### src/ext_conv_trigger_n_pkg.sv
// Constants for the delayed-trigger sweep sequencer.
// Assumes one clock (the converter operation clock) and async low reset.
package ext_conv_trigger_n_pkg;
	localparam int RES_W       = 10;
	localparam int CH_N        = 8;
	localparam int CH_W        = 3;
	localparam int GRP_W       = 2;
	localparam int SEL_W       = 2;
	localparam int ST_W        = 2;
	localparam logic [1:0] ST_IDLE  = 2'h0;
	localparam logic [1:0] ST_WAIT  = 2'h1;
	localparam logic [1:0] ST_SWEEP = 2'h2;
	localparam logic [0:0] SYNC_RST = 1'h1;
	localparam logic [RES_W-1:0] RES_RST = 10'h000;

	typedef enum logic [2:0] {
		SQ_IDLE,
		SQ_CONV0,
		SQ_WAIT2,
		SQ_LAUNCH,
		SQ_CONVN
	} ext_conv_trigger_n_state_type;
endpackage

### src/ext_conv_trigger_n_sync.sv
// Two-flop synchroniser with falling-edge flag.
// Assumes an asynchronous pin input; resets to the idle-high level.
`timescale 1ns/1ps
module ext_conv_trigger_n_sync
	import ext_conv_trigger_n_pkg::*;
(
	// Clock and reset
	input  wire logic mclk_i,
	input  wire logic nrst_i,
	// Pin and edge
	input  wire logic pin_n_i,
	output logic      fall_o
);
	typedef struct packed {
		logic s1;
		logic s2;
		logic s3;
	} ext_conv_trigger_n_sync_type;

	ext_conv_trigger_n_sync_type r_reg;
	ext_conv_trigger_n_sync_type r_next;

	always_comb begin
		r_next    = r_reg;
		r_next.s1 = pin_n_i;
		r_next.s2 = r_reg.s1;
		r_next.s3 = r_reg.s2;
	end

	always_ff @(posedge mclk_i or negedge nrst_i) begin
		if (!nrst_i) begin
			r_reg <= '{s1: SYNC_RST, s2: SYNC_RST, s3: SYNC_RST};
		end else begin
			r_reg <= r_next;
		end
	end

	assign fall_o = r_reg.s3 & ~r_reg.s2;
endmodule

### src/ext_conv_trigger_n_result.sv
// One channel result register, loaded when its conversion completes.
// Assumes result data and done strobe are on the operation clock.
`timescale 1ns/1ps
module ext_conv_trigger_n_result
	import ext_conv_trigger_n_pkg::*;
(
	// Clock and reset
	input  wire logic             mclk_i,
	input  wire logic             nrst_i,
	// Load
	input  wire logic             load_i,
	input  wire logic [RES_W-1:0] data_i,
	output logic      [RES_W-1:0] value_o
);
	typedef struct packed {
		logic [RES_W-1:0] value;
	} ext_conv_trigger_n_res_type;

	ext_conv_trigger_n_res_type r_reg;
	ext_conv_trigger_n_res_type r_next;

	always_comb begin
		r_next = r_reg;
		if (load_i) begin
			r_next.value = data_i;
		end
	end

	always_ff @(posedge mclk_i or negedge nrst_i) begin
		if (!nrst_i) begin
			r_reg <= '{value: RES_RST};
		end else begin
			r_reg <= r_next;
		end
	end

	assign value_o = r_reg.value;
endmodule

### src/ext_conv_trigger_n_sweep.sv
// Delayed trigger mode 1 sweep sequencer.
// Assumes an external analog core: it takes conv_start_o with channel and
// group, and answers conv_done_i with conv_data_i some cycles later.
`timescale 1ns/1ps
module ext_conv_trigger_n_sweep
	import ext_conv_trigger_n_pkg::*;
(
	// Clock and reset
	input  wire logic             mclk_i,
	input  wire logic             nrst_i,
	// Trigger pin
	input  wire logic             ext_conv_trigger_n_i,
	// Control bits
	input  wire logic             conversion_start_bit_i,
	input  wire logic             sweep_pin_select_hi_i,
	input  wire logic             sweep_pin_select_lo_i,
	input  wire logic             input_group_select_hi_i,
	input  wire logic             input_group_select_lo_i,
	// Analog core
	output logic                  conv_start_o,
	output logic      [CH_W-1:0]  conv_channel_o,
	output logic      [GRP_W-1:0] conv_group_o,
	output logic                  sample_ch1_o,
	input  wire logic             conv_done_i,
	input  wire logic [RES_W-1:0] conv_data_i,
	// Results and status
	output logic      [RES_W-1:0] result0_o,
	output logic      [RES_W-1:0] result1_o,
	output logic      [RES_W-1:0] result2_o,
	output logic      [RES_W-1:0] result3_o,
	output logic      [RES_W-1:0] result4_o,
	output logic      [RES_W-1:0] result5_o,
	output logic      [RES_W-1:0] result6_o,
	output logic      [RES_W-1:0] result7_o,
	output logic      [ST_W-1:0]  seq_status_o,
	output logic                  conv_irq_o
);
	typedef struct packed {
		ext_conv_trigger_n_state_type   state;
		logic [CH_W-1:0]   ch;
		logic [CH_W-1:0]   last;
		logic [GRP_W-1:0]  grp;
		logic              early;
		logic              start;
		logic              sample1;
		logic              irq;
		logic [ST_W-1:0]   status;
	} ext_conv_trigger_n_sweep_type;

	ext_conv_trigger_n_sweep_type r_reg;
	ext_conv_trigger_n_sweep_type r_next;
	logic            trig_fall;
	logic [CH_N-1:0] load;
	logic [RES_W-1:0] res [CH_N];

	//------------------------------------------------------------
	// Trigger edge
	//------------------------------------------------------------
	ext_conv_trigger_n_sync u_sync (
		.mclk_i  (mclk_i),
		.nrst_i  (nrst_i),
		.pin_n_i (ext_conv_trigger_n_i),
		.fall_o  (trig_fall)
	);

	//------------------------------------------------------------
	// Sequencer
	//------------------------------------------------------------
	always_comb begin
		r_next         = r_reg;
		r_next.start   = 1'b0;
		r_next.sample1 = 1'b0;
		r_next.irq     = 1'b0;
		unique case (r_reg.state)
			SQ_IDLE: begin
				if (trig_fall) begin
					r_next.state = SQ_CONV0;
					r_next.ch    = '0;
					r_next.start = 1'b1;
					r_next.early = 1'b0;
					// Set fixed for the whole sweep
					r_next.last  = {sweep_pin_select_hi_i,
						sweep_pin_select_lo_i, 1'b1};
					r_next.grp   = {input_group_select_hi_i,
						input_group_select_lo_i};
				end
			end
			SQ_CONV0: begin
				if (trig_fall && !r_reg.early) begin
					r_next.early   = 1'b1;
					r_next.sample1 = 1'b1;
				end
				if (conv_done_i) begin
					r_next.ch    = 3'h1;
					r_next.state = (r_reg.early || trig_fall) ?
						SQ_LAUNCH : SQ_WAIT2;
				end
			end
			SQ_WAIT2: begin
				if (trig_fall) begin
					r_next.state   = SQ_CONVN;
					r_next.start   = 1'b1;
					r_next.sample1 = 1'b1;
				end
			end
			SQ_LAUNCH: begin
				r_next.state = SQ_CONVN;
				r_next.start = 1'b1;
			end
			SQ_CONVN: begin
				// Trigger edges have no effect here
				if (conv_done_i) begin
					if (r_reg.ch == r_reg.last) begin
						r_next.state = SQ_IDLE;
						r_next.irq   = 1'b1;
					end else begin
						r_next.ch    = r_reg.ch + 3'h1;
						r_next.start = 1'b1;
					end
				end
			end
		endcase
		if (!conversion_start_bit_i && r_reg.state != SQ_IDLE) begin
			// Halt without interrupt
			r_next.state   = SQ_IDLE;
			r_next.start   = 1'b0;
			r_next.sample1 = 1'b0;
			r_next.irq     = 1'b0;
		end
		unique case (r_next.state)
			SQ_IDLE:  r_next.status = ST_IDLE;
			SQ_WAIT2: r_next.status = ST_WAIT;
			default:  r_next.status = ST_SWEEP;
		endcase
	end

	always_ff @(posedge mclk_i or negedge nrst_i) begin
		if (!nrst_i) begin
			r_reg <= '{state: SQ_IDLE, ch: '0, last: '0, grp: '0,
				early: 1'b0, start: 1'b0, sample1: 1'b0, irq: 1'b0,
				status: ST_IDLE};
		end else begin
			r_reg <= r_next;
		end
	end

	//------------------------------------------------------------
	// Result registers
	//------------------------------------------------------------
	always_comb begin
		load = '0;
		if (conv_done_i && (r_reg.state == SQ_CONV0 ||
				r_reg.state == SQ_CONVN) && conversion_start_bit_i) begin
			load[r_reg.ch] = 1'b1;
		end
	end

	for (genvar i = 0; i < CH_N; i++) begin : g_res
		ext_conv_trigger_n_result u_res (
			.mclk_i  (mclk_i),
			.nrst_i  (nrst_i),
			.load_i  (load[i]),
			.data_i  (conv_data_i),
			.value_o (res[i])
		);
	end

	assign result0_o      = res[0];
	assign result1_o      = res[1];
	assign result2_o      = res[2];
	assign result3_o      = res[3];
	assign result4_o      = res[4];
	assign result5_o      = res[5];
	assign result6_o      = res[6];
	assign result7_o      = res[7];
	assign conv_start_o   = r_reg.start;
	assign conv_channel_o = r_reg.ch;
	assign conv_group_o   = r_reg.grp;
	assign sample_ch1_o   = r_reg.sample1;
	assign seq_status_o   = r_reg.status;
	assign conv_irq_o     = r_reg.irq;
endmodule

### config.mk
export PLATFORM = sky130hd
export DESIGN_NAME = ext_conv_trigger_n_sweep
export DESIGN_NICKNAME = d
export VERILOG_FILES = /design/src/ext_conv_trigger_n_pkg.sv /design/src/ext_conv_trigger_n_sync.sv /design/src/ext_conv_trigger_n_result.sv /design/src/ext_conv_trigger_n_sweep.sv
export SDC_FILE = /design/constraint.sdc
export NUM_CORES = 1
export LEC_CHECK = 0
export BUFFER_PORTS_ARGS = -buffer_cell sky130_fd_sc_hd__buf_2
export CAP_MARGIN = 10
export CELL_PAD_IN_SITES_DETAIL_PLACEMENT = 0
export CELL_PAD_IN_SITES_GLOBAL_PLACEMENT = 1
export CORE_UTILIZATION = 42
export CTS_CLUSTER_DIAMETER = 100
export DETAILED_ROUTE_END_ITERATION = 8
export PLACE_DENSITY_LB_ADDON = 0.1
export SLEW_MARGIN = 10
export SYNTH_ARGS = -nofsm -noshare
export SYNTH_HDL_FRONTEND = slang
export SYNTH_SLANG_ARGS = --single-unit
### constraint.sdc
create_clock -name mclk_i -period 2.2 [get_ports mclk_i]
set_input_delay 0.11 -clock mclk_i [delete_from_list [all_inputs] [get_ports mclk_i]]
set_output_delay 0.11 -clock mclk_i [all_outputs]
set_load 0.02 [all_outputs]
# Word-level counts from Yosys, hierarchy flattened
# Cells that the tools add are included.
[classes]
addsub = 1
magnitude_cmp = 2
n_eq_ne = 11
mux = 26
bitwise = 2
reduce_logical = 17
[ops]
columns = ["cell", "n"]
rows = [
  ["$mux W3", 5],
  ["$pmux W3 S5", 1],
  ["$mux W13", 1],
  ["$mux W6", 2],
  ["$ne A2 B2 Y1 const B", 5],
  ["$eq A3 B2 Y1 const B", 3],
  ["$mux W1", 9],
  ["$pmux W3 S3", 1],
  ["$mux W8", 1],
  ["$logic_not A3 Y1", 2],
  ["$reduce_bool A3 Y1", 2],
  ["$logic_and A1 B1 Y1", 5],
  ["$reduce_and A5 Y1", 1],
  ["$lt A3 B4 Y1 const B", 1],
  ["$pmux W1 S2", 2],
  ["$pmux W1 S4", 1],
  ["$pmux W2 S2", 1],
  ["$add A3 B1 Y3 const B", 1],
  ["$demux W1 S3", 1],
  ["$eq A3 B1 Y1 const B", 1],
  ["$eq A3 B3 Y1", 1],
  ["$eq A3 B3 Y1 const B", 1],
  ["$ge A3 B1 Y1 const B", 1],
  ["$reduce_and A3 Y1", 1],
  ["other kinds (7)", 9],
]
[totals]
ff_bits = 100
out_inout_bits = 90
word_cells = 79

# Logic depth before layout (Yosys ltp)
# Gate-level depths: netlist (run 1).
[logic_depth]
ltp_word = 9
mapped_depth = 6
ltp_nobuf = 4

# Hierarchy
# Synthesis (run 1) repeated with hierarchy kept, for this count alone.
[hier_totals]
hier_cells = 278
hier_area_um2 = 4421.7
[by_module_without_submodules]
columns = ["mod", "instances", "cells_each", "area_each_um2", "seq_area_each_um2"]
rows = [
  ["ext_conv_trigger_n_result", 8, 21, 411.6, 250.2],
  ["ext_conv_trigger_n_sweep", 1, 106, 1036.0, 425.4],
  ["ext_conv_trigger_n_sync", 1, 4, 92.6, 78.8],
]

# Worst setup path before layout (run 1)
# Ideal clock, no wire load.
[synth_path]
path_type = "register to register"
startpoint = "reg r_reg[14] (netlist bit)"
endpoint = "reg g_res[2].u_res.r_reg, in the netlist g_res[2].u_res.value_o[0]"
setup_ns = 0.125
t_arrival_ns = 1.805
path_slack_ns = 0.270
stages_incl_launch_ff = 7
n_path_buf = 2
synth_period_minus_slack_ns = 1.930
cell_sequence = "dfrtp_1 buf_4 xnor2_1 or3_1 buf_2 nor3_4 mux2_2"
[synth_between]
elab_chain_len = 5
[synth_lines]
columns = ["item", "line", "source"]
rows = [
  ["start, declared", "ext_conv_trigger_n_sweep.sv:50", "ext_conv_trigger_n_sweep_type r_reg;"],
  ["start signal, assigned", "ext_conv_trigger_n_sweep.sv:139", "r_reg <= '{state: SQ_IDLE, ch: '0, last: '0, grp: '0,"],
  ["start signal, assigned", "ext_conv_trigger_n_sweep.sv:143", "r_reg <= r_next;"],
  ["$eq A3 B1 Y1 / $eq A3 B3 Y1 (equally long branches)", "ext_conv_trigger_n_sweep.sv:152, ext_conv_trigger_n_sweep.sv:153", ""],
  ["$logic_or A1 B1 Y1 *", "ext_conv_trigger_n_sweep.sv:152", "if (conv_done_i && (r_reg.state == SQ_CONV0 ||"],
  ["$logic_and A1 B1 Y1 *", "ext_conv_trigger_n_sweep.sv:152", ""],
  ["$logic_and A1 B1 Y1 *", "ext_conv_trigger_n_sweep.sv:153", "r_reg.state == SQ_CONVN) && conversion_start_bit_i) begin"],
  ["$mux W8 *", "ext_conv_trigger_n_sweep.sv:152", ""],
  ["end signal, assigned", "ext_conv_trigger_n_result.sv:31", "r_reg <= '{value: RES_RST};"],
  ["end signal, assigned", "ext_conv_trigger_n_result.sv:33", "r_reg <= r_next;"],
  ["end, declared", "ext_conv_trigger_n_result.sv:19", "ext_conv_trigger_n_res_type r_reg;"],
]
# Mark *: on every way between the ends. The rest lies on a longest branch, timed or not.
# A chain may end at the register's enable or synchronous reset.

# Worst setup path in the final report (run 1)
[layout_path]
startpoint = "reg r_reg[16] (netlist bit)"
endpoint = "reg g_res[4].u_res.r_reg, in the netlist g_res[4].u_res.value_o[9]"
[layout_between]
elab_chain_len = 5
[layout_lines]
columns = ["item", "line"]
rows = [
  ["$eq A3 B1 Y1 / $eq A3 B3 Y1 (equally long branches)", "ext_conv_trigger_n_sweep.sv:152, ext_conv_trigger_n_sweep.sv:153"],
  ["$logic_or A1 B1 Y1 *", "ext_conv_trigger_n_sweep.sv:152"],
  ["$logic_and A1 B1 Y1 *", "ext_conv_trigger_n_sweep.sv:152"],
  ["$logic_and A1 B1 Y1 *", "ext_conv_trigger_n_sweep.sv:153"],
  ["$mux W8 *", "ext_conv_trigger_n_sweep.sv:152"],
  ["end signal, assigned", "ext_conv_trigger_n_result.sv:31"],
  ["end signal, assigned", "ext_conv_trigger_n_result.sv:33"],
  ["end, declared", "ext_conv_trigger_n_result.sv:19"],
]
# Marked as above.

==> impl_results.md, run 1 <==
* Crit. End Element: flip-flop
* Internal Power at 0.00338 W
* Clk buf depth at 2
* Pre-CTS WS at 0.208 ns
* Net Sw Frac at 34.2%
* Final critical-path share of the clock period at 90.1%
* Comb pwr share at 30.4%
* Post-Syn Nets at 292
* TritonRoute pass-1 iters at 4
* Critical Path Fanout Max at 7
* Std cell rows at 35
* Reg clk slew, reported paths at 0.10 ns
* Sequential share of the synthesized area at 61.5%
* Peak supply drop at 0.433 mV
* Required time worst endpoint at 2.45 ns
* Diodes inserted at 0
* EDFF count, synth at 0
* Commonest non-fill, non-tap cell in the layout: buf_2
* Total setup buffers inserted after CTS at 0
* Global-route wire length before repair at 14.3 mm
* Critical Path Start Type: flip-flop
* Max_cap viols at 0
* CP max-delay cell: or3_1
* Chip Height at 101 um
* Synthesized area at 4080 sq um
* Starting density of the core at 43.7%
* Crit Path Class: flip-flop to flip-flop
* Fmax at 504 MHz
* Layout Nets at 414
* GPL Wtd Cong at 0.748
* Average size of a mapped cell at 15.0 sq um
* Count of port buffers added during placement at 108
* DRC violation count after routing at 0
* Number of global-route vias before repair at 2,557
* Gr usage total at 19.1%
* Worst-Skew Late Latency at 0.36 ns
* RSZ-0062 raised after global routing: no
* CTS root buf: clkbuf_8
* Routed Wire Length at 9.04 mm
* Final Setup Violations at 0
* CTS tree: yes
* Synth area leaders: dfrtp_1 60%, mux2_2 22%, dfstp_2 1.9%
* DR vias/cell at 4.97
* Asr flop ratio synth at 100%
* Static Leak at 2.66 nW
* CP arrival at 2.23 ns
* Worst Hold Class: input pin to flip-flop
* Final cell count without fillers at 527
* Top_reg_cell synth: dfrtp_1
* Antenna violations before repair at 0
* Iter 0 DRT Violations at 90
* DP Wirelength at 6.16 mm
* Total gr overflow at 0
* Crit-path cells: xnor2_1 > or3_1 > nor3_4 > buf_4 > mux2_2
* Slew Viols, Final at 0
* Via count at 2,621
* Delay-heaviest family, CP: simple AND/OR/NAND/NOR gates
* Pwr/cell area at 1020 nW/um^2
* Post-route ant nets at 0
* CTS Sinks at 100
* Seq cells post-synth at 100
* Layout cells sized above 1 at 57.8%
* H-tree Lvls at 3
* Placed cell count at 506
* Clock power share at 22.8%
* CP max stage delay at 0.52 ns
* WL/cell at 17.2 um
* Actual slew at the worst max-slew pin at 0.512 ns
* Post_cts resized at 0
* Ports at 109
* Die Wd at 101 um
* Core area at 9330 sq um
* Die footprint at 10,100 sq um
* Post-synth cell types at 41
* Yosys top cell area share at 59.5%
* Post-Syn Instances at 272
* Final hold vios at 0
* Max transition margin at 65.9%
* Max reg flops at 80
* Clock skew at 0.0104 ns
* Largest net degree at the start of global routing at 64
* Fin Hold WS at 0.0772 ns
* Status: finished clean
* Num CTS Buffers at 9
* Final worst slack at 0.217 ns
* Psw at 0.00175 W
* Largest area contributor in the netlist: dfrtp_1
* Area grow syn2layout at 24.0%
* Crit path buf inv count at 1
* Fillers at 831
* TNS Setup at 0 ns
* # hold bufs at CTS at 6
* YS warnings at 0
* Tmin final at 1.98 ns
* Sequential Power Share at 46.8%
* Most frequent cells in the layout: 107 x buf_2, 97 x dfrtp_1, 80 x mux2_2
[per-layer routing]
layer	up-vias	GRT usage (%)	wire (um)
li1	1216	-	-
met1	1337	28.3	4310
met2	66	27.9	4230
met3	2	5.13	462
met4	0	5.02	41
met5	-	0	0
[final cells by class]
class	count	area, sq um	share of cell area (%)
clock buffer	9	124	2.45
clock inverter	6	72.6	1.44
inverter	7	26.3	0.520
multi-input combinational	149	1450	28.7
sequential	100	2510	49.6
tap	129	161	3.19
timing repair buffer	127	713	14.1
[kinds of logic (layout without fill, tap and decap cells)]
logic type	after synthesis	after routing	share of synthesized area, %
adder cells (fa/ha/maj)	1	1	0.307
XOR/XNOR	4	4	0.860
buffers and inverters	23	149	2.95
AO/OA/AOI/OAI	19	19	3.25
flip-flops	100	100	61.5
multiplexers	86	86	23.7
AND/OR/NAND/NOR	39	39	7.46
[metrics by stage]
step	instance area [sq um]	total power, W	util, %
2_1_floorplan	4080	0.00345	-
3_3_place_gp	4800	0.00397	51.4
3_5_place_dp	4800	0.00400	51.4
4_1_cts	5050	0.00520	54.2
5_1_grt	5050	0.00542	54.2
6_report	5050	0.00513	54.2
[power groups by stage]
stage	registers (W)	logic [W]	clock network, W
after floorplan	0.00280	0.000655	0
after global routing	0.00245	0.00167	0.00130
after detailed placement	0.00244	0.00156	0
after global placement	0.00242	0.00155	0
final	0.00240	0.00156	0.00117
after CTS	0.00241	0.00158	0.00121
[worst paths after layout]
kind | from | end | slack [ns] | cells past startpoint
max | r_reg[16]$_DFF_PN0_ | g_res[4].u_res.value_o[9]$_DFFE_PN0P_ | 0.22 | 5
min reg2reg | u_sync.r_next[1]$_DFF_PN1_ | u_sync.r_next[0]$_DFF_PN1_ | 0.36 | 0
max in group asynchronous | nrst_i | g_res[4].u_res.value_o[4]$_DFFE_PN0P_ | 1.24 | 3
max reg2reg | r_reg[16]$_DFF_PN0_ | g_res[4].u_res.value_o[9]$_DFFE_PN0P_ | 0.22 | 5
min in group asynchronous | nrst_i | sample_ch1_o$_DFF_PN0_ | 0.26 | 2
min | conv_data_i[9] | g_res[2].u_res.value_o[9]$_DFFE_PN0P_ | 0.08 | 2
[cell usage after synthesis (all sizes together), types with 2 or more instances]
cell type,instances
nor4b,3
or3,2
clkbuf,6
xor2,3
a31oi,4
dfstp,3
nand2b,7
nor3,8
o211ai,2
nor2b,2
inv,6
nand3,4
o31ai,4
buf,10
nand2,3
and3,3
mux2,84
mux2i,2
dfrtp,97
o21ai,3
Power figures use the tool's default switching activity.
==> run 2: changes to the inputs <==
--- a/config.mk
+++ b/config.mk
@@ -9,6 +9,7 @@
 export CAP_MARGIN = 10
 export CELL_PAD_IN_SITES_DETAIL_PLACEMENT = 0
 export CELL_PAD_IN_SITES_GLOBAL_PLACEMENT = 1
+export CORE_ASPECT_RATIO = 0.6
 export CORE_UTILIZATION = 42
 export CTS_CLUSTER_DIAMETER = 100
 export DETAILED_ROUTE_END_ITERATION = 8
==> impl_results.md, run 2 (same netlist as run 1, synthesis figures left out) <==
* Required time worst endpoint at 2.43 ns (-0.02 ns)
* Clk buf depth at 2 (unchanged)
* Final cell count without fillers at 531 (+0.76%)
* Largest net degree at the start of global routing at 40 (-38%)
* CP arrival at 2.21 ns (-0.02 ns)
* Post-route ant nets at 0 (unchanged)
* Most frequent cells in the layout: 107 x buf_2, 97 x dfrtp_1, 80 x mux2_2
* Critical Path Fanout Max at 10 (+3)
* Ports at 109 (unchanged)
* Layout Nets at 416 (+0.48%)
* Reg clk slew, reported paths at 0.06 ns (-0.04 ns)
* Final non-filler cell area at 5180 sq um (+2.4%)
* CTS tree: yes
* Max reg flops at 80 (unchanged)
* Chip Height at 78.3 um (-22%)
* Slew Viols, Final at 0 (unchanged)
* TritonRoute pass-1 iters at 4 (unchanged)
* Diodes inserted at 0 (unchanged)
* Post-DP Area at 4820 sq um (+0.50%)
* WL/cell at 18.2 um (+5.8%)
* Area grow syn2layout at 27.0%
* H-tree Lvls at 3 (unchanged)
* Final hold vios at 0 (unchanged)
* DP Wirelength at 6.87 mm (+12%)
* Antenna violations before repair at 0 (unchanged)
* Max_cap viols at 0 (unchanged)
* # hold bufs at CTS at 5 (-1)
* Fillers at 817 (-1.7%)
* Iter 0 DRT Violations at 62 (-31%)
* Clock skew at 0.00580 ns (-0.00464 ns)
* RSZ-0062 raised after global routing: no
* Crit Path Class: flip-flop to flip-flop
* Via count at 2,705 (+3.2%)
* DRC violation count after routing at 0 (unchanged)
* Worst-Skew Late Latency at 0.34 ns (-0.02 ns)
* Final worst slack at 0.216 ns (-0.000865 ns)
* Placed cell count at 510 (+0.79%)
* Commonest non-fill, non-tap cell in the layout: buf_2
* Global-route wire length before repair at 15.4 mm (+7.7%)
* Worst Hold Path Cells at 2 (unchanged)
* Number of global-route vias before repair at 2,758 (+7.9%)
* Actual slew at the worst max-slew pin at 0.552 ns (+0.0407 ns)
* Num CTS Buffers at 9 (unchanged)
* Max transition margin at 62.7% (-3.2 points)
* Peak supply drop at 0.433 mV (-0.10%)
* Layout cells sized above 1 at 57.9% (+0.066 points)
* Starting density of the core at 43.9% (+0.18 points)
* Final critical-path share of the clock period at 90.2% (about the same)
* Routed Wire Length at 9.64 mm (+6.6%)
* Critical Path Start Type: flip-flop
* Reg2reg setup slack at 0.22 ns (about the same)
* Post_cts resized at 0 (unchanged)
* Total setup buffers inserted after CTS at 0 (unchanged)
* Static Leak at 2.72 nW (+2.4%)
* Die footprint at 10,100 sq um (+0.13%)
* CTS Sinks at 100 (unchanged)
* Reg2reg path depth at 5 (unchanged)
* Pre-CTS WS at 0.250 ns (+0.0418 ns)
* Final Setup Violations at 0 (unchanged)
* Pwr/cell area at 1080 nW/um^2 (+6.4%)
* Die Wd at 129 um (+29%)
* Crit. End Element: flip-flop
* GPL Wtd Cong at 0.805 (+7.7%)
* Total gr overflow at 0 (unchanged)
* CTS root buf: clkbuf_16
* Worst Hold Class: input pin to flip-flop
* Fmax at 504 MHz (about the same)
* Gr usage total at 21.0% (+1.8 points)
* Count of port buffers added during placement at 108 (unchanged)
* Std cell rows at 27 (-23%)
* DR vias/cell at 5.09 (+2.4%)
* TNS Setup at 0 ns (unchanged)
* Status: finished clean
* Tmin final at 1.98 ns (+0.000865 ns)
* Core area at 9290 sq um (-0.40%)
-- run 2: changes by cell type in the layout (fill, tap and decap cells not counted) --
cell	delta
inv_8	-1
clkbuf_16	+9
buf_4	+3
dlygate4sd3_1	-1
clkinvlp_4	-1
clkbuf_8	-7
inv_6	-1
clkbuf_1	+2
-- run 2: path summary, 6_finish.rpt --
| path | startpoint | endpoint |
|---|---|---|
| max reg2reg | r_reg[16]$_DFF_PN0_ | g_res[2].u_res.value_o[3]$_DFFE_PN0P_ |
| max | r_reg[16]$_DFF_PN0_ | g_res[2].u_res.value_o[3]$_DFFE_PN0P_ |
| min in group asynchronous | nrst_i | conv_group_o[1]$_DFFE_PN0P_ |
| min reg2reg | u_sync.r_next[1]$_DFF_PN1_ | u_sync.r_next[0]$_DFF_PN1_ |
| min | sweep_pin_select_lo_i | r_reg[9]$_DFFE_PN0P_ |
| max in group asynchronous | nrst_i | u_sync.r_reg[0]$_DFF_PN1_ |
-- run 2: per-layer routing --
layer  global-route usage [%]  vias to the layer above  routed length, um
li1                         -                     1228                  -
met1                     30.3                     1374               4770
met2                     28.7                       91               3930
met3                     8.66                       12                856
met4                     5.53                        0                 90
met5                        0                        -                  0
-- run 2: metrics by stage --
step                util (%)  power (W)  hold slack, ns
global route            55.7    0.00589         0.00425
CTS                     55.7    0.00565         0.00540
floorplan                  -    0.00345          -0.186
detailed placement      51.9    0.00402          0.0697
global placement        51.9    0.00400          0.0670
finish                  55.7    0.00559         0.00697
-- run 2: worst max-delay path: stages (launching register included) --
cell and delay, ns:
dfrtp_1 0.39, xnor2_1 0.16, or3_1 0.53, nor3_4 0.18, buf_4 0.25, mux2_2 0.35
-- run 2: power by group --
part           total (W)  switching [W]  internal, W
clock network    0.00160       0.000658     0.000944
registers        0.00242       0.000203      0.00222
logic            0.00157       0.000931     0.000636
-- run 2: area by class of cell --
type	instances	area, sq um	share of cell area [%]
Clock inverter	3	45.0	0.870
Tap cell	130	163	3.14
Clock buffer	13	260	5.03
Sequential cell	100	2510	48.4
Multi-Input combinational cell	149	1450	28.0
Timing Repair Buffer	129	726	14.0
Inverter	7	26.3	0.508
==> run 3: changes to the inputs <==
--- a/config.mk
+++ b/config.mk
@@ -10,11 +10,12 @@
 export CELL_PAD_IN_SITES_DETAIL_PLACEMENT = 0
 export CELL_PAD_IN_SITES_GLOBAL_PLACEMENT = 1
 export CORE_ASPECT_RATIO = 0.6
-export CORE_UTILIZATION = 42
+export CORE_UTILIZATION = 44
 export CTS_CLUSTER_DIAMETER = 100
 export DETAILED_ROUTE_END_ITERATION = 8
 export PLACE_DENSITY_LB_ADDON = 0.1
 export SLEW_MARGIN = 10
 export SYNTH_ARGS = -nofsm -noshare
 export SYNTH_HDL_FRONTEND = slang
+export SYNTH_HIERARCHICAL = 1
 export SYNTH_SLANG_ARGS = --single-unit
==> impl_results.md, run 3 <==
* Diodes inserted at 0 (unchanged)
* Psw at 0.00153 W (-15%)
* DR vias/cell at 4.86 (-4.6%)
* Net Sw Frac at 29.6% (-2.5 points)
* Final hold vios at 0 (unchanged)
* Crit. End Element: flip-flop
* Gr usage total at 20.1% (-0.88 points)
* Critical Path Fanout Max at 10 (unchanged)
* Critical Path Start Type: flip-flop
* Total setup buffers inserted after CTS at 0 (unchanged)
* Max reg flops at 80 (unchanged)
* GRT Max-Usage Layer: met1
* Met2 GRT Util at 25.0% (-3.7 points)
* Post-synth cell types at 39 (-4.9%)
* Crit Path Class: flip-flop to flip-flop
* Worst-Skew Late Latency at 0.34 ns (about the same)
* Antenna violations before repair at 0 (unchanged)
* Asr flop ratio synth at 100% (unchanged)
* RSZ-0062 raised after global routing: no
* H-tree Lvls at 3 (unchanged)
* WL/cell at 18.4 um (+1.2%)
* Routed Wire Length at 9.81 mm (+1.7%)
* CTS Sinks at 100 (unchanged)
* Synth area leaders: dfrtp_1 55%, mux2_4 27%, buf_6 2.3%
* Largest area contributor in the netlist: dfrtp_1
* Fmax at 525 MHz (+4.2%)
* Clk buf depth at 2 (unchanged)
* Die Wd at 131 um (+1.7%)
* Cell with the most instances after synthesis: dfrtp_1
* Layout Nets at 420 (+0.96%)
* TritonRoute pass-1 iters at 5 (+1)
* Required time worst endpoint at 2.42 ns (about the same)
* Std cell rows at 27 (unchanged)
* Total gr overflow at 0 (unchanged)
* Num CTS Buffers at 9 (unchanged)
* Sequential Power Share at 44.1% (+0.8 points)
* TNS Setup at 0 ns (unchanged)
* Final Setup Violations at 0 (unchanged)
* Final critical-path share of the clock period at 86.5% (-3.7 points)
* CTS tree: yes
* Post-Syn Nets at 298 (+2.1%)
* Post-DP Area at 5140 sq um (+6.5%)
* Tmin final at 1.90 ns (-0.0806 ns)
* Slew Viols, Final at 0 (unchanged)
* Final worst slack at 0.297 ns (+0.0806 ns)
* Actual slew at the worst max-slew pin at 0.410 ns (-0.143 ns)
* Worst Hold Class: input pin to flip-flop
* Clock skew at 0.00397 ns (-0.00183 ns)
* Reg2reg setup slack at 0.30 ns (+0.08 ns)
* Pwr/cell area at 943 nW/um^2 (-13%)
* M3 GR Usage at 7.37% (-1.3 points)
* Synthesized area at 4420 sq um (+8.5%)
* Yosys top cell area share at 54.9% (-4.7 points)
* List of most frequent post-synthesis cells: 97 x dfrtp_1, 80 x mux2_4, 14 x nor2_1
* DP Wirelength at 6.90 mm (+0.44%)
* Final cell count without fillers at 534 (+0.56%)
* Commonest non-fill, non-tap cell in the layout: buf_2
* Layout cells sized above 1 at 59.7% (+1.8 points)
* Via count at 2,595 (-4.1%)
* CP max stage delay at 0.48 ns (-0.05 ns)
* Sequential share of the synthesized area at 56.7% (-4.8 points)
* Reg clk slew, reported paths at 0.06 ns (about the same)
* Status: finished clean
* Starting density of the core at 46.7% (+2.9 points)
* Iter 0 DRT Violations at 146 (+140%)
* Crit-path cells: xnor2_1 > nor3_1 > nand2b_1 > nor3_2 > buf_4 > mux2_4
* Global-route wire length before repair at 15.4 mm (-0.27%)
* Most frequent cells in the layout: 107 x buf_2, 97 x dfrtp_1, 80 x mux2_4
* Die footprint at 10,500 sq um (+3.5%)
* Max_cap viols at 0 (unchanged)
* Peak supply drop at 0.453 mV (+4.8%)
* GPL Wtd Cong at 0.765 (-4.9%)
* DRC violation count after routing at 0 (unchanged)
* Chip Height at 79.7 um (+1.7%)
* Internal Power at 0.00364 W (-4.1%)
* Final non-filler cell area at 5480 sq um (+5.9%)
* Core area at 9460 sq um (+1.8%)
* Static Leak at 2.84 nW (+4.4%)
* Clock power share at 30.0% (+1.3 points)
* Post-Syn Instances at 278 (+2.2%)
* Met1 Resource Use GR at 31.5% (+1.2 points)
* CP max-delay cell: dfrtp_1
* CP arrival at 2.12 ns (-0.09 ns)
* Largest net degree at the start of global routing at 47 (+18%)
* Max transition margin at 72.7% (+10 points)
* Number of global-route vias before repair at 2,531 (-8.2%)
* Area grow syn2layout at 24.0%
* Post-route ant nets at 0 (unchanged)
* Comb pwr share at 26.0% (-2.0 points)
* Average size of a mapped cell at 15.9 sq um (+6.1%)
* Seq cells post-synth at 100 (unchanged)
* YS warnings at 6 (+6)
* Top_reg_cell synth: dfrtp_1
* CTS root buf: clkbuf_16
* Placed cell count at 513 (+0.59%)
* Count of port buffers added during placement at 108 (unchanged)
* EDFF count, synth at 0 (unchanged)
* Pre-CTS WS at 0.321 ns (+0.0707 ns)
* Ports at 109 (unchanged)
## run 3: cell types whose count changed in the layout (fill, tap and decap cells not counted), sizes merged, moves of 4 or more
cell | previous run | this run
o31ai | 4 | 0
a31oi | 4 | 0
a21oi | 1 | 7
nand2 | 3 | 7
nor2 | 1 | 14
nand3 | 4 | 0
## run 3: cells by family after synthesis
| group | share of synthesized area (%) |
|---|---|
| flops | 56.7 |
| mux | 29.4 |
| simple gates | 5.91 |
| buf+inv | 4.27 |
| compound gates | 2.52 |
| xor+xnor | 0.962 |
| fa+ha+maj | 0.283 |
## run 3: metal layers
layer | wire length, um | part of all wire [%] | vias up
met5 | 0 | 0 | -
met4 | 61 | 0.62 | 0
met3 | 722 | 7.4 | 5
met2 | 3750 | 38 | 89
met1 | 5280 | 54 | 1292
li1 | - | - | 1209
## run 3: layout make-up
class / count / area, sq um
clock inverter: 2 / 35.0
inverter: 4 / 15.0
sequential: 100 / 2510
multi-input combinational: 155 / 1750
timing repair buffer: 130 / 761
tap: 130 / 163
clock buffer: 13 / 250
fill: 778 / 3980
## run 3: worst paths after layout
| check | start | to | cells after the start |
|---|---|---|---|
| setup / recovery | r_reg[16]$_DFF_PN0_ | g_res[0].u_res/value_o[4]$_DFFE_PN0P_ | 6 |
| max in group asynchronous | nrst_i | g_res[7].u_res/value_o[4]$_DFFE_PN0P_ | 3 |
| min in group asynchronous | nrst_i | seq_status_o[1]$_DFF_PN0_ | 2 |
| hold reg to reg | u_sync/r_next[1]$_DFF_PN1_ | u_sync/r_next[0]$_DFF_PN1_ | 0 |
| hold / removal | conversion_start_bit_i | conv_irq_o$_DFF_PN0_ | 3 |
| setup reg to reg | r_reg[16]$_DFF_PN0_ | g_res[0].u_res/value_o[4]$_DFFE_PN0P_ | 6 |
## run 3: worst max-delay path, delay by kind of cell, from the launching register on
family | cells | cell delay (ns)
xor gates and xnor gates | 1 | 0.16
buffers and inverters | 1 | 0.23
DFF | 1 | 0.48
muxes | 1 | 0.31
and+or+nand+nor | 3 | 0.60
## run 3: per-stage QoR
step | power, W | hold slack, ns | utilization (%)
after detailed placement | 0.00365 | 0.0348 | 54.3
after global routing | 0.00540 | 0.0436 | 57.9
final | 0.00517 | 0.0391 | 57.9
after global placement | 0.00363 | 0.0346 | 54.3
after CTS | 0.00523 | 0.0240 | 57.9
after floorplan | 0.00323 | -0.186 | -
## run 3: power groups by stage
stage / registers (W) / logic [W] / clock network (W)
floorplan: 0.00250 / 0.000731 / 0
global placement: 0.00230 / 0.00133 / 0
detailed placement: 0.00230 / 0.00134 / 0
CTS: 0.00228 / 0.00135 / 0.00160
global route: 0.00231 / 0.00143 / 0.00166
finish: 0.00228 / 0.00134 / 0.00155
## run 3: repair_timing
action | in CTS | in global routing
gates resized for setup | 0 | 0
hold buffers | 6 | 0
endpoints found under the hold margin | 28 | 0
